**config.mk**
```make
export PLATFORM = sky130hd
export DESIGN_NAME = gtc_timer
export DESIGN_NICKNAME = d
export VERILOG_FILES = /design/src/pkg/gtc_pkg.sv /design/src/rtl/gtc_timer.sv
export SDC_FILE = /design/constraint.sdc
export NUM_CORES = 1
export LEC_CHECK = 0
export ABC_AREA = 1
export BUFFER_PORTS_ARGS = -buffer_cell sky130_fd_sc_hd__buf_2
export CAP_MARGIN = 20
export CORE_AREA = 2 2 94 96
export CTS_BUF_LIST = sky130_fd_sc_hd__clkbuf_4 sky130_fd_sc_hd__clkbuf_8
export CTS_CLUSTER_SIZE = 28
export DETAILED_ROUTE_END_ITERATION = 8
export DIE_AREA = 0 0 96 98
export GPL_TIMING_DRIVEN = 0
export MAX_ROUTING_LAYER = met4
export PLACE_DENSITY_LB_ADDON = 0.3
export SYNTH_ARGS = -nofsm -noshare
export SYNTH_HDL_FRONTEND = slang
export SYNTH_SLANG_ARGS = --single-unit
export TNS_END_PERCENT = 30
```
**constraint.sdc**
```tcl
create_clock -name clk -period 5.2 [get_ports clk]
set_input_delay 1.04 -clock clk [delete_from_list [all_inputs] [get_ports clk]]
set_output_delay 1.04 -clock clk [all_outputs]
set_load 0.005 [all_outputs]
```
**src/pkg/gtc_pkg.sv**
```systemverilog
/*
 * gtc_pkg: register map, field positions, reset values and mode codes
 * shared by the gated 16-bit timer/counter and its bench.
 * assumes a 32-bit apb bus with byte addresses and one register per word.
 */
`default_nettype none

package gtc_pkg;

	// register byte offsets
	localparam logic [7:0] GTC_OFF_TIMER_CTRL = 8'h00;
	localparam logic [7:0] GTC_OFF_GATE_CTRL = 8'h04;
	localparam logic [7:0] GTC_OFF_COUNT_LOW = 8'h08;
	localparam logic [7:0] GTC_OFF_COUNT_HIGH = 8'h0c;
	localparam logic [7:0] GTC_OFF_STATUS = 8'h10;

	// timer_control_reg fields
	localparam int GTC_TC_ON_BIT = 0;
	localparam int GTC_TC_SYNC_DIS_BIT = 2;
	localparam int GTC_TC_PS_LSB = 4;
	localparam int GTC_TC_CS_LSB = 6;

	// gate_control_reg fields
	localparam int GTC_GC_GSS_LSB = 0;
	localparam int GTC_GC_POL_BIT = 6;
	localparam int GTC_GC_GE_BIT = 7;

	// status register fields
	localparam int GTC_ST_OVF_BIT = 0;
	localparam int GTC_ST_GATE_BIT = 1;
	localparam int GTC_ST_ARMED_BIT = 2;

	// reset values
	localparam logic [15:0] GTC_COUNT_RST = 16'h0000;
	localparam logic [2:0] GTC_PRESC_RST = 3'h0;
	localparam logic [7:0] GTC_CTRL_RST = 8'h00;

	// timing counts
	localparam int GTC_INSTR_DIV = 4;
	localparam logic [7:0] GTC_T0_MAX = 8'hff;
	localparam logic [7:0] GTC_T0_MIN = 8'h00;

	// clock source codes
	typedef enum logic [1:0] {
		GTC_CS_INSTR = 2'h0,
		GTC_CS_SYSTEM = 2'h1,
		GTC_CS_EXT_PIN = 2'h2,
		GTC_CS_LF_OSC = 2'h3
	} gtc_clk_src_type;

	// gate source codes
	typedef enum logic [1:0] {
		GTC_GS_PIN = 2'h0,
		GTC_GS_T0_OVF = 2'h1,
		GTC_GS_CMP_A = 2'h2,
		GTC_GS_CMP_B = 2'h3
	} gtc_gate_src_type;

endpackage

`default_nettype wire

```
**src/rtl/gtc_timer.sv**
```systemverilog
/*
 * gtc_timer: gated 16-bit up-counter with four clock sources, a 1/2/4/8
 * prescaler, synchronous or unsynchronised external counting and a
 * four-source count-enable gate, with apb register access.
 * assumes one 125 MHz clock; pins and the slow oscillator arrive
 * asynchronously; comparator outputs and the 8-bit timer value come from
 * logic on the same clock.
 */
// Design decisions made here: the placing of the registers and the APB slave port.
// Notes on behaviour
// - sixteen-bit up-counter, byte writes act at once
// - on bit off stops; gate matters when enabled
// - clock source codes instr, system, pin, oscillator
// - internal sources advance once per prescaled period
// - prescaler divides by one, two, four, eight
// - prescaler hidden; cleared by count byte writes
// - external pin counts on rising edges
// - falling pin edge needed before first count
// - oscillator source forces oscillator on, sleep too
// - unsynchronised external counting runs and wakes in sleep
// - mode switch may drop or add one count
// - count byte reads always return valid value
// - gate active counts, inactive holds count
// - one polarity bit applies to every gate source
// - gate source codes pin, t0 overflow, comparators
// - eight-bit timer wrap gives internal gate pulse
// - rollover sets overflow flag, software clears it
// - sync disable ignored for internal sources
// - prescale codes map to one, two, four, eight
`default_nettype none

module gtc_timer
	import gtc_pkg::*;
#(
	parameter int INSTR_DIV = GTC_INSTR_DIV
) (
	input wire logic clk,
	input wire logic rst_b,
	input wire logic psel,
	input wire logic penable,
	input wire logic pwrite,
	input wire logic [7:0] paddr,
	input wire logic [31:0] pwdata,
	output logic [31:0] prdata,
	output logic pready,
	output logic pslverr,
	input wire logic ext_clock_pin,
	input wire logic gate_pin,
	input wire logic low_freq_internal_osc,
	input wire logic sleep_req,
	input wire logic comparator_a_sync_out,
	input wire logic comparator_b_sync_out,
	input wire logic [7:0] eight_bit_timer,
	output logic overflow_flag,
	output logic wake_pulse,
	output logic lf_osc_enable
);

	localparam int NUM_SYNC = 4;
	localparam int IDIV_W = $clog2(INSTR_DIV);

	// elaboration check: the instruction clock needs a real divider
	if (INSTR_DIV < 2 || INSTR_DIV > 256) begin : g_bad_div
		$error("gtc_timer: INSTR_DIV out of range");
	end

	// address decode used by the error path only; read and write decode paddr directly
	function automatic logic addr_mapped(input logic [7:0] a);
		addr_mapped = (a == GTC_OFF_TIMER_CTRL) || (a == GTC_OFF_GATE_CTRL) || (a == GTC_OFF_COUNT_LOW) ||
			(a == GTC_OFF_COUNT_HIGH) || (a == GTC_OFF_STATUS);
	endfunction

	// last prescaler value for a prescale code: 0,1,3,7
	function automatic logic [2:0] presc_last(input logic [1:0] ps);
		presc_last = 3'((4'h1 << ps) - 4'h1);
	endfunction

	logic rst_meta_q, rst_sync_q;
	logic [NUM_SYNC-1:0] pin_async, sync1_q, sync2_q, prev_q;
	logic ext_s, gate_s, lf_s, sleep_s;
	logic ext_rise, ext_fall, lf_rise;
	logic on_q, sync_dis_q, ge_q, pol_q;
	logic [1:0] cs_q, ps_q, gss_q;
	logic [15:0] count_q;
	logic [2:0] presc_q;
	logic [IDIV_W-1:0] idiv_q;
	logic instr_tick;
	logic armed_q;
	logic [7:0] t0_prev_q;
	logic t0_wrap_q;
	logic gate_src, gate_active, run, src_tick, inc, ovf_event;
	logic acc_cycle, wr_fire, wr_count_low, wr_count_high, wr_count;
	logic ovf_clear;
	logic [31:0] rd_value;

	// reset release through two flip-flops; assertion stays asynchronous
	always_ff @(posedge clk or negedge rst_b) begin
		if (!rst_b) begin
			rst_meta_q <= 1'b0;
			rst_sync_q <= 1'b0;
		end else begin
			rst_meta_q <= 1'b1;
			rst_sync_q <= rst_meta_q;
		end
	end

	// pin synchronisers; only the second stage and its delayed copy are read
	assign pin_async = {sleep_req, low_freq_internal_osc, gate_pin, ext_clock_pin};
	for (genvar i = 0; i < NUM_SYNC; i++) begin : g_sync
		always_ff @(posedge clk or negedge rst_sync_q) begin
			if (!rst_sync_q) begin
				sync1_q[i] <= 1'b0;
				sync2_q[i] <= 1'b0;
				prev_q[i] <= 1'b0;
			end else begin
				sync1_q[i] <= pin_async[i];
				sync2_q[i] <= sync1_q[i];
				prev_q[i] <= sync2_q[i];
			end
		end
	end

	assign ext_s = sync2_q[0];
	assign gate_s = sync2_q[1];
	assign lf_s = sync2_q[2];
	assign sleep_s = sync2_q[3];
	assign ext_rise = ext_s && !prev_q[0];
	assign ext_fall = !ext_s && prev_q[0];
	assign lf_rise = lf_s && !prev_q[2];

	// apb: access phase waits one cycle so read data comes from a flop
	assign acc_cycle = psel && penable;
	assign wr_fire = acc_cycle && pready && pwrite;
	assign wr_count_low = wr_fire && (paddr == GTC_OFF_COUNT_LOW);
	assign wr_count_high = wr_fire && (paddr == GTC_OFF_COUNT_HIGH);
	assign wr_count = wr_count_low || wr_count_high;
	assign ovf_clear = wr_fire && (paddr == GTC_OFF_STATUS) && pwdata[GTC_ST_OVF_BIT];

	// read mux; each count byte is sampled at its own access, so the low and high bytes can tear
	always_comb begin
		rd_value = 32'h0000_0000;
		case (paddr)
			GTC_OFF_TIMER_CTRL: begin
				rd_value[GTC_TC_CS_LSB +: 2] = cs_q;
				rd_value[GTC_TC_PS_LSB +: 2] = ps_q;
				rd_value[GTC_TC_SYNC_DIS_BIT] = sync_dis_q;
				rd_value[GTC_TC_ON_BIT] = on_q;
			end
			GTC_OFF_GATE_CTRL: begin
				rd_value[GTC_GC_GE_BIT] = ge_q;
				rd_value[GTC_GC_POL_BIT] = pol_q;
				rd_value[GTC_GC_GSS_LSB +: 2] = gss_q;
			end
			GTC_OFF_COUNT_LOW: rd_value[7:0] = count_q[7:0];
			GTC_OFF_COUNT_HIGH: rd_value[7:0] = count_q[15:8];
			GTC_OFF_STATUS: begin
				rd_value[GTC_ST_OVF_BIT] = overflow_flag;
				rd_value[GTC_ST_GATE_BIT] = gate_active;
				rd_value[GTC_ST_ARMED_BIT] = armed_q;
			end
			default: rd_value = 32'h0000_0000;
		endcase
	end

	// bus answer: pready rises on the second access cycle, for one cycle
	always_ff @(posedge clk or negedge rst_sync_q) begin
		if (!rst_sync_q) begin
			pready <= 1'b0;
			prdata <= 32'h0000_0000;
			pslverr <= 1'b0;
		end else begin
			pready <= acc_cycle && !pready;
			if (acc_cycle && !pready) begin
				prdata <= pwrite ? 32'h0000_0000 : rd_value;
				pslverr <= !addr_mapped(paddr);
			end else begin
				prdata <= 32'h0000_0000;
				pslverr <= 1'b0;
			end
		end
	end

	// control registers
	always_ff @(posedge clk or negedge rst_sync_q) begin
		if (!rst_sync_q) begin
			on_q <= GTC_CTRL_RST[GTC_TC_ON_BIT];
			sync_dis_q <= GTC_CTRL_RST[GTC_TC_SYNC_DIS_BIT];
			ps_q <= GTC_CTRL_RST[GTC_TC_PS_LSB +: 2];
			cs_q <= GTC_CTRL_RST[GTC_TC_CS_LSB +: 2];
			ge_q <= GTC_CTRL_RST[GTC_GC_GE_BIT];
			pol_q <= GTC_CTRL_RST[GTC_GC_POL_BIT];
			gss_q <= GTC_CTRL_RST[GTC_GC_GSS_LSB +: 2];
		end else if (wr_fire && paddr == GTC_OFF_TIMER_CTRL) begin
			on_q <= pwdata[GTC_TC_ON_BIT];
			sync_dis_q <= pwdata[GTC_TC_SYNC_DIS_BIT];
			ps_q <= pwdata[GTC_TC_PS_LSB +: 2];
			cs_q <= pwdata[GTC_TC_CS_LSB +: 2];
		end else if (wr_fire && paddr == GTC_OFF_GATE_CTRL) begin
			ge_q <= pwdata[GTC_GC_GE_BIT];
			pol_q <= pwdata[GTC_GC_POL_BIT];
			gss_q <= pwdata[GTC_GC_GSS_LSB +: 2];
		end
	end

	// instruction clock enable: one pulse every INSTR_DIV system cycles
	always_ff @(posedge clk or negedge rst_sync_q) begin
		if (!rst_sync_q) begin
			idiv_q <= '0;
		end else if (idiv_q == IDIV_W'(INSTR_DIV - 1)) begin
			idiv_q <= '0;
		end else begin
			idiv_q <= idiv_q + 1'b1;
		end
	end
	assign instr_tick = (idiv_q == IDIV_W'(INSTR_DIV - 1));

	// eight-bit timer wrap becomes a one-cycle internal gate pulse
	always_ff @(posedge clk or negedge rst_sync_q) begin
		if (!rst_sync_q) begin
			t0_prev_q <= 8'h00;
			t0_wrap_q <= 1'b0;
		end else begin
			t0_prev_q <= eight_bit_timer;
			t0_wrap_q <= (t0_prev_q == GTC_T0_MAX) && (eight_bit_timer == GTC_T0_MIN);
		end
	end

	// gate source and polarity
	always_comb begin
		case (gtc_gate_src_type'(gss_q))
			GTC_GS_PIN: gate_src = gate_s;
			GTC_GS_T0_OVF: gate_src = t0_wrap_q;
			GTC_GS_CMP_A: gate_src = comparator_a_sync_out;
			GTC_GS_CMP_B: gate_src = comparator_b_sync_out;
			default: gate_src = gate_s;
		endcase
	end
	assign gate_active = pol_q ? gate_src : !gate_src;
	assign run = on_q && (!ge_q || gate_active);

	// clock source ticks; system and instruction clocks halt in sleep
	always_comb begin
		case (gtc_clk_src_type'(cs_q))
			GTC_CS_INSTR: src_tick = instr_tick && !sleep_s;
			GTC_CS_SYSTEM: src_tick = !sleep_s;
			GTC_CS_EXT_PIN: src_tick = ext_rise && armed_q && (sync_dis_q || !sleep_s);
			GTC_CS_LF_OSC: src_tick = lf_rise;
			default: src_tick = 1'b0;
		endcase
	end

	// a falling pin edge must be seen before the first rising edge counts
	always_ff @(posedge clk or negedge rst_sync_q) begin
		if (!rst_sync_q) begin
			armed_q <= 1'b0;
		end else if (!on_q || wr_count) begin
			armed_q <= 1'b0;
		end else if (ext_fall) begin
			armed_q <= 1'b1;
		end
	end

	// prescaler: hidden from software, cleared by any count byte write
	always_ff @(posedge clk or negedge rst_sync_q) begin
		if (!rst_sync_q) begin
			presc_q <= GTC_PRESC_RST;
		end else if (wr_count || !on_q) begin
			presc_q <= GTC_PRESC_RST;
		end else if (run && src_tick) begin
			presc_q <= (presc_q >= presc_last(ps_q)) ? GTC_PRESC_RST : presc_q + 3'h1;
		end
	end
	assign inc = run && src_tick && (presc_q >= presc_last(ps_q));
	assign ovf_event = inc && (count_q == 16'hffff);

	// counter; a byte write wins over a colliding increment
	always_ff @(posedge clk or negedge rst_sync_q) begin
		if (!rst_sync_q) begin
			count_q <= GTC_COUNT_RST;
		end else if (wr_count_low) begin
			count_q[7:0] <= pwdata[7:0];
		end else if (wr_count_high) begin
			count_q[15:8] <= pwdata[7:0];
		end else if (inc) begin
			count_q <= count_q + 16'h0001;
		end
	end

	// overflow flag: hardware set wins over a write-one clear
	always_ff @(posedge clk or negedge rst_sync_q) begin
		if (!rst_sync_q) begin
			overflow_flag <= 1'b0;
		end else if (ovf_event) begin
			overflow_flag <= 1'b1;
		end else if (ovf_clear) begin
			overflow_flag <= 1'b0;
		end
	end

	// wake pulse on overflow during sleep; oscillator request follows source
	always_ff @(posedge clk or negedge rst_sync_q) begin
		if (!rst_sync_q) begin
			wake_pulse <= 1'b0;
			lf_osc_enable <= 1'b0;
		end else begin
			wake_pulse <= ovf_event && sleep_s;
			lf_osc_enable <= (cs_q == GTC_CS_LF_OSC);
		end
	end

	// mode switches between synchronous and unsynchronised counting reuse
	// the same edge path, so at most one increment is gained or lost

endmodule

`default_nettype wire

```
# After elaboration in Yosys (flattened, before gate mapping)

Cells that the tools add are included.

Output and inout bits: 37
Logic and storage cells: 129
Register bits: 90
Input bits: 59

Bitwise operators: 2
Add/sub/neg operators: 4
Mux-type cells: 24
Reduce and logical (&&, ||, !) cells: 51
Shifts and indexed selects: 1
Magnitude comparators: 1
Equality and inequality tests: 14

Operators with widths:

| kind                    | number |
|---|---|
| $mux W8                 | 5 |
| $logic_and A1 B1 Y1     | 22 |
| $add A16 B1 Y16 const B | 1 |
| $eq A16 B16 Y1 const B  | 1 |
| $eq A8 B4 Y1 const B    | 2 |
| $logic_not A8 Y1        | 2 |
| $mux W16                | 1 |
| $pmux W1 S4             | 4 |
| $eq A2 B2 Y1 const B    | 5 |
| $reduce_bool A2 Y1      | 5 |
| $logic_not A1 Y1        | 9 |
| $mux W3                 | 3 |
| $eq A8 B3 Y1 const B    | 1 |
| $eq A8 B5 Y1 const B    | 1 |
| $eq A8 B8 Y1 const B    | 1 |
| $logic_or A1 B1 Y1      | 8 |
| $pmux W2 S4             | 1 |
| $mux W1                 | 6 |
| $pmux W2 S3             | 1 |
| $reduce_and A2 Y1       | 3 |
| $pmux W1 S5             | 1 |
| $eq A2 B1 Y1 const B    | 2 |
| $logic_not A2 Y1        | 2 |
| $add A3 B1 Y3 const B   | 1 |
| 8 further kinds         | 9 |

# Depth between registers and ports, before layout

Gate-level depths: netlist of the first run.

Word-level depth: 11
Mapped depth: 12
Gate-level depth less buffers: 11

# Worst setup path after synthesis of the first run

OpenSTA, ideal clock, no wires.

Kind: in2reg
Start point: input port paddr[7]
End point: register count_q[4]
Stages on the path: 11
Library setup time: 0.117 ns
Path buffers: 1
Path slack: 3.137 ns
Arrival: 1.945 ns
Required time: 5.083 ns
Path through: nor2_4 -> nand3_4 -> inv_6 -> nand2_4 -> inv_4 -> nand2_4 -> buf_6 -> nand3_1 -> o21ai_1 -> nand3_1 -> nand2_1

Word-level cells in the longest chain between the ends: 4
Elaborated cells between the ends (all ways): 8
Classes of those cells: eq/ne (3); mux (1); reduce/logical (4)

Ends and longest elaborated chain:

| item                                                                       | line                               | source |
|---|---|---|
| from (decl)                                                                | gtc_timer.sv:42                    | `input wire logic [7:0] paddr,` |
| $eq A8 B4 Y1, on equally long branches                                     | gtc_timer.sv:134, gtc_timer.sv:135 |  |
| $logic_and A1 B1 Y1, on equally long branches                              | gtc_timer.sv:134, gtc_timer.sv:135 |  |
| $ne A2 B2 Y1 (no source line) / $reduce_bool A2 Y1 (equally long branches) | n/a                                |  |
| $reduce_and A2 Y1 (no source line)                                         | n/a                                |  |
| to (signal assigned)                                                       | gtc_timer.sv:281                   | `count_q[7:0] <= pwdata[7:0];` |
| to (signal assigned)                                                       | gtc_timer.sv:285                   | `count_q <= count_q + 16'h0001;` |
| to (decl)                                                                  | gtc_timer.sv:84                    | `logic [15:0] count_q;` |

Parallel ways exist; a longest one is shown, timed or not.
A chain may end at the register's enable or synchronous reset.

# Final worst setup path of the first run

Start point: input port paddr[0]
End point: register count_q[6]

Same word-level chain as after synthesis.

==> flow_summary.ini, run 1 <==
[run_status]
status = completed

[yosys]
ys_ff_latch = 66
ys_warn_count = 0
synth_top_area_share_pct = 44.6
syn_area_per_cell_sq_um = 7.99
yosysTopAreaCell = dfrtp_1
postSynthCellCount = 463
yosysSeqAreaShare_pct = 44.6
syn_area_sq_um = 3700
yosys-top-cells-area = dfrtp_1 45%, nand2_1 12%, nand3_1 6.2%, buf_4 4.9%, inv_1 4.4%
ys_types = 39

[sta]
fmax_mhz = 491
setup_viol = 0
tightest_slew_ns = 0.807
slew_viol_final = 0
fin_crit_ns = 2.04
finClkSkew_ns = 0.0147
finalHoldViolations = 0
setup_ws_ns = 3.16
hold_slack_ns = 0.349
rsz0062_at_grt = false
fin_crit_sh_pct = 39.2
worst_slew_margin_rel_pct = 46.2
tns_ns = 0

[route]
vias = 3272
post_drt_wl_per_cell_microns = 14.1
via_per_inst = 4.97
drtPass1Iterations = 5
wl_microns = 9270
ant_nets = 0
drt-initial-drc-count = 175
post-route-drc-count = 0

[global_routing]
antenna_found_initial = 0
grt_pass1_wl_microns = 15400
grt_pass1_vias = 3117
grt_overflow = 0
grt_max_degree = 38
grt_use_total_pct = 21.9

[setup_path]
critPathMaxFanout = 10
slowest_stage = nor3_2
cpMostUsedCell = nand2_4
crit_path_end_kind = flop
r2r_start = ps_q[1]
max_stage_delay_ns = 0.22
worstPathCellList = buf_2 > inv_2 > nand2_2 > nor3_2 > nand2_4 > inv_4 > nand2_4 > buf_6 > o21ai_2 > o21ai_1 > nand3_1 > nand2_1
cp-startpoint = paddr[0]
cp.arrival_ns = 2.29
required_ns = 5.45
critPathLaunchType = primary input
worstSetupPathType = in -> reg

[clock_network]
ctsRootBufferMaster = clkbuf_8
clockBufferDepth = 2
htree_levels = 3
cts_tree = done
cts_hold_buf = 0
clkSinkCount = 66
clock_latency_ns = 0.36
cts_buffers = 9
postCtsSetupBuffers = 0
clk_pin_slew_worst_paths_ns = 0.09
cts.repair.resized = 0

[flow_run]
cap_violations = 0

[power_and_ir_drop]
power.leakage_nw = 2.19
p_per_area_nw_per_um2 = 229
power.total_mw = 1.00
ir_worst_vdd_mv = 0.187

[floorplanning]
pin_count = 96
die_area_sq_um = 9410
num_rows = 34
start_util_pct = 43.7
dieWidth_microns = 96
core_sq_um = 8470
fp.dieH_microns = 98

[placement]
place_ws_ns = 2.82
post-place-cells = 642
placed_area_sq_um = 4180
gp_congestion = 0.909
hpwl_microns = 7120
io_buffers = 47

[final_layout]
drive_above_1_share_pct = 24.2
final_area_sq_um = 4360
stdcell_count = 658
finalCoreUtilization_pct = 51.6
syn_to_final_growth_pct = 17.9
insertedDiodeCount = 0
fillers = 809
nNetsFinal = 610

[hold_path]
hp-class = reg -> reg
hp-start = sync1_q[0]
[cell usage in the layout (no fill, tap or decap), types with 2 or more instances in the layout]
master	netlist	layout
or2_2	2	2
nor3_1	9	9
inv_1	43	43
ha_1	6	6
o21ai_2	2	2
buf_6	4	4
clkbuf_8	0	10
nand4_1	9	9
xnor2_1	2	2
nor4_1	2	2
nand2_2	3	3
nand3_4	3	3
dfrtp_1	66	65
nor2_4	3	3
buf_2	3	50
nand2_1	120	120
a21oi_1	8	8
buf_4	24	24
inv_2	6	6
o22ai_1	5	5
nand3_1	46	46
o21ai_0	17	17
nor2_1	39	39
nand2_4	4	4
inv_6	1	4
o21ai_1	17	17
nor3_2	3	3
nor2_2	3	3
conb_1	2	25
[critical path, delay by kind of cell]
family,cells,cell delay [ns]
compound gates,2,0.17
buf+inv,4,0.43
simple gates,6,0.65
[area by class of cell]
cell class                      instances  area [sq um]  area share, %
Timing Repair Buffer                   48           255           5.85
Inverter                               52           203           4.64
Buffer                                 32           245           5.62
Multi-Input combinational cell        336          1690           38.7
Tap cell                              108           135           3.10
Clock buffer                           10           138           3.15
Clock inverter                          6          47.5           1.09
Sequential cell                        66          1650           37.9
[state kept, by name, indices dropped and copies added (netlist names), 2 cells and up]
| name | count |
|---|---|
| sync1_q | 4 |
| idiv_q | 2 |
| count_q | 16 |
| presc_q | 3 |
| t0_prev_q | 8 |
| cs_q | 2 |
| prdata | 8 |
| prev_q | 2 |
| gss_q | 2 |
| ps_q | 2 |
[routing by layer]
layer	part of all wire (%)	vias to the layer above	global-route usage (%)
met5	0	-	-
met4	1.6	0	7.91
met3	6.3	17	3.78
met2	47	130	33.7
met1	45	1507	28.9
li1	-	1618	-
[cell usage after synthesis, drive strengths merged]
master	n
buf	31
ha	6
clkbuf	1
o211ai	1
nor4	2
nor2	45
nand4	10
a21oi	9
o21bai	1
xor2	1
conb	2
inv	51
nand2	127
nor3	13
o22ai	5
or2	2
o21ai	36
nand3	50
xnor2	2
dfrtp	66
clkinv	1
a31oi	1
[cells by family after synthesis]
family	after synthesis	share of synthesized area (%)
AOI/OAI and AO/OA	53	8.15
xor gates and xnor gates	3	0.710
adders and majority gates	6	2.03
buffers and inverters	84	12.1
DFF	66	44.6
other	2	0.203
and+or+nand+nor	249	32.2
[final timing paths]
| path | end | slack (ns) | cells after the start |
|---|---|---|---|
| worst max-delay path | count_q[6] | 3.16 | 12 |
| max in group asynchronous | count_q[10] | 4.20 | 1 |
| worst min-delay path | ext_s | 0.35 | 0 |
| worst min register to register | ext_s | 0.35 | 0 |
| min in group asynchronous | count_q[3] | 0.36 | 0 |
| worst max register to register | count_q[12] | 3.26 | 8 |
[power by group]
part / switching [mW] / internal [mW] / leakage, nW
Sequential: 0.00869 / 0.522 / 0.874
Combinational: 0.0329 / 0.0276 / 1.22
Clock: 0.219 / 0.191 / 0.0937
Note: power is estimated with default switching activity, not from simulation.
==> run 2, diff against run 1 <==
==> constraint.sdc (replaced) <==
create_clock -name clk -period 1.9 [get_ports clk]
set_input_delay 0.38 -clock clk [delete_from_list [all_inputs] [get_ports clk]]
set_output_delay 0.38 -clock clk [all_outputs]
set_load 0.005 [all_outputs]
==> run 2 against run 1 <==
  * Clock power rose to 2.9 times the previous value
  * Sequential power rose to 2.7 times the previous value
  * Combinational power grew to 2.8 times the previous value
  * Non-clock buffer count rose by 9
  * Critical endpoint unchanged
  * Highest routed layer unchanged
==> flow_summary.ini, run 2 (synthesized netlist as in run 1, its figures left out) <==
[clock_network]
cts_buffers = 9
htree_levels = 3
ctsRootBufferMaster = clkbuf_8
clock_latency_ns = 0.35
clkSinkCount = 66
clockBufferDepth = 2
clk_pin_slew_worst_paths_ns = 0.08
cts_tree = done

[sta]
worst_slew_margin_rel_pct = 55.4
fmax_mhz = 553
tns_ns = 0
setup_viol = 0
fin_crit_sh_pct = 95.2
finalHoldViolations = 0
finClkSkew_ns = 0.00677
tightest_slew_ns = 0.669
fin_crit_ns = 1.81
setup_ws_ns = 0.0920
slew_viol_final = 0

[power_and_ir_drop]
power.leakage_nw = 2.26
ir_worst_vdd_mv = 0.414
power.total_mw = 2.82
p_per_area_nw_per_um2 = 618

[final_layout]
final_area_sq_um = 4570
max_flop_register = count_q
nNetsFinal = 619
final_common_cell = nand2_1
top_regs = count_q: 16 flops, prdata: 8 flops, t0_prev_q: 8 flops
syn_to_final_growth_pct = 23.4
largest_reg_flops = 16
insertedDiodeCount = 0
final_cell_mix = 120 x nand2_1, 65 x dfrtp_1, 50 x buf_2
drive_above_1_share_pct = 27.2

[floorplanning]
num_rows = 34
start_util_pct = 43.7
dieWidth_microns = 96
core_sq_um = 8470
pin_count = 96
fp.dieH_microns = 98
die_area_sq_um = 9410

[global_routing]
grt_pass1_wl_microns = 14900
grt_use_total_pct = 21.4
grt_overflow = 0
grt_pass1_vias = 2965
grt_max_degree = 37
antenna_found_initial = 0

[setup_path]
cpMostUsedCell = nand2_1
worstSetupPathType = reg -> reg
cp.buffers_inverters = 1
critPathLaunchType = flop
required_ns = 2.14
slowest_stage = dfrtp_1
crit_path_end_kind = flop
cp.arrival_ns = 2.05
max_stage_delay_ns = 0.39
critPathMaxFanout = 8
worstPathCellList = nand2_1 > ha_4 > nand2_1 > o211ai_4 > buf_6 > nand4_4 > nand3_1 > nand2_1
critical_path.top_delay_family = simple AND/OR/NAND/NOR gates

[route]
drtPass1Iterations = 4
post-route-drc-count = 0
vias = 3216
wl_microns = 9320
ant_nets = 0
via_per_inst = 4.82
drt-initial-drc-count = 286
post_drt_wl_per_cell_microns = 14.0

[placement]
gp_congestion = 0.916
io_buffers = 47
placed_area_sq_um = 4180
hpwl_microns = 7030
place_ws_ns = -0.0185

[run_status]
status = completed

[flow_run]
cap_violations = 0

[hold_path]
hp-class = in -> reg
run 2: changes by cell type in the layout (fill, tap and decap cells not counted), sizes merged:
cell         delta
clkinv          +1
inv             -1
buf             +8
clkbuf          -1
dlygate4sd3     +1
bufinv          +1
run 2: metrics by stage:
step	hold slack, ns	instances	utilization (%)
floorplan	0.0844	486	-
global placement	0.165	641	49.1
detailed placement	0.167	642	49.4
CTS	0.122	660	52.2
global route	0.116	667	53.9
finish	0.131	667	53.9
run 2: layer usage:
metal / global-route usage [%] / wire length (microns) / vias to the layer above
met1: 30.1 / 4280 / 1465
met4: 4.51 / 59 / 0
met5: - / 0 / -
met2: 32.1 / 4320 / 113
met3: 4.40 / 664 / 6
li1: - / - / 1632
run 2: worst paths after layout:
| check | startpoint | endpoint | slack [ns] | depth (start not counted) |
|---|---|---|---|---|
| setup / recovery | ps_q[1] | count_q[6] | 0.09 | 8 |
| hold / removal | gate_pin | sync1_q[1] | 0.13 | 1 |
| setup reg to reg | ps_q[1] | count_q[6] | 0.09 | 8 |
| hold reg to reg | rst_sync_q | count_q[2] | 0.31 | 0 |
| max in group asynchronous | rst_sync_q | armed_q | 0.96 | 1 |
| min in group asynchronous | rst_sync_q | count_q[2] | 0.31 | 0 |
run 2: timing repair:
item / in CTS / in global routing
endpoints found under the hold margin: 2 / 0
setup endpoints to repair: 13 / 18
pin swaps: 1 / 5
gates resized for setup: 2 / 15
setup buffers: 1 / 7
cloned: 0 / 0
hold buffers: 1 / 0
run 2: final cells by class:
cell class	instances	area, sq um
inverter	52	203
clock buffer	9	124
multi-input combinational	336	1800
clock inverter	7	77.6
timing repair buffer	57	329
tap	108	135
fill	836	3900
sequential	66	1650
buffer	32	245
run 2: power breakdown:
part	leakage (nW)	switching (mW)	internal [mW]
Clock	0.100	0.586	0.616
Combinational	1.28	0.0929	0.0777
Sequential	0.874	0.0210	1.43
Total	2.26	0.700	2.12
run 2: worst reg2reg max path: stages, from the launching register on:
cell and delay (ns):
dfrtp_1 0.39, nand2_1 0.11, ha_4 0.30, nand2_1 0.09, o211ai_4 0.28, buf_6 0.15
nand4_4 0.20, nand3_1 0.13, nand2_1 0.06
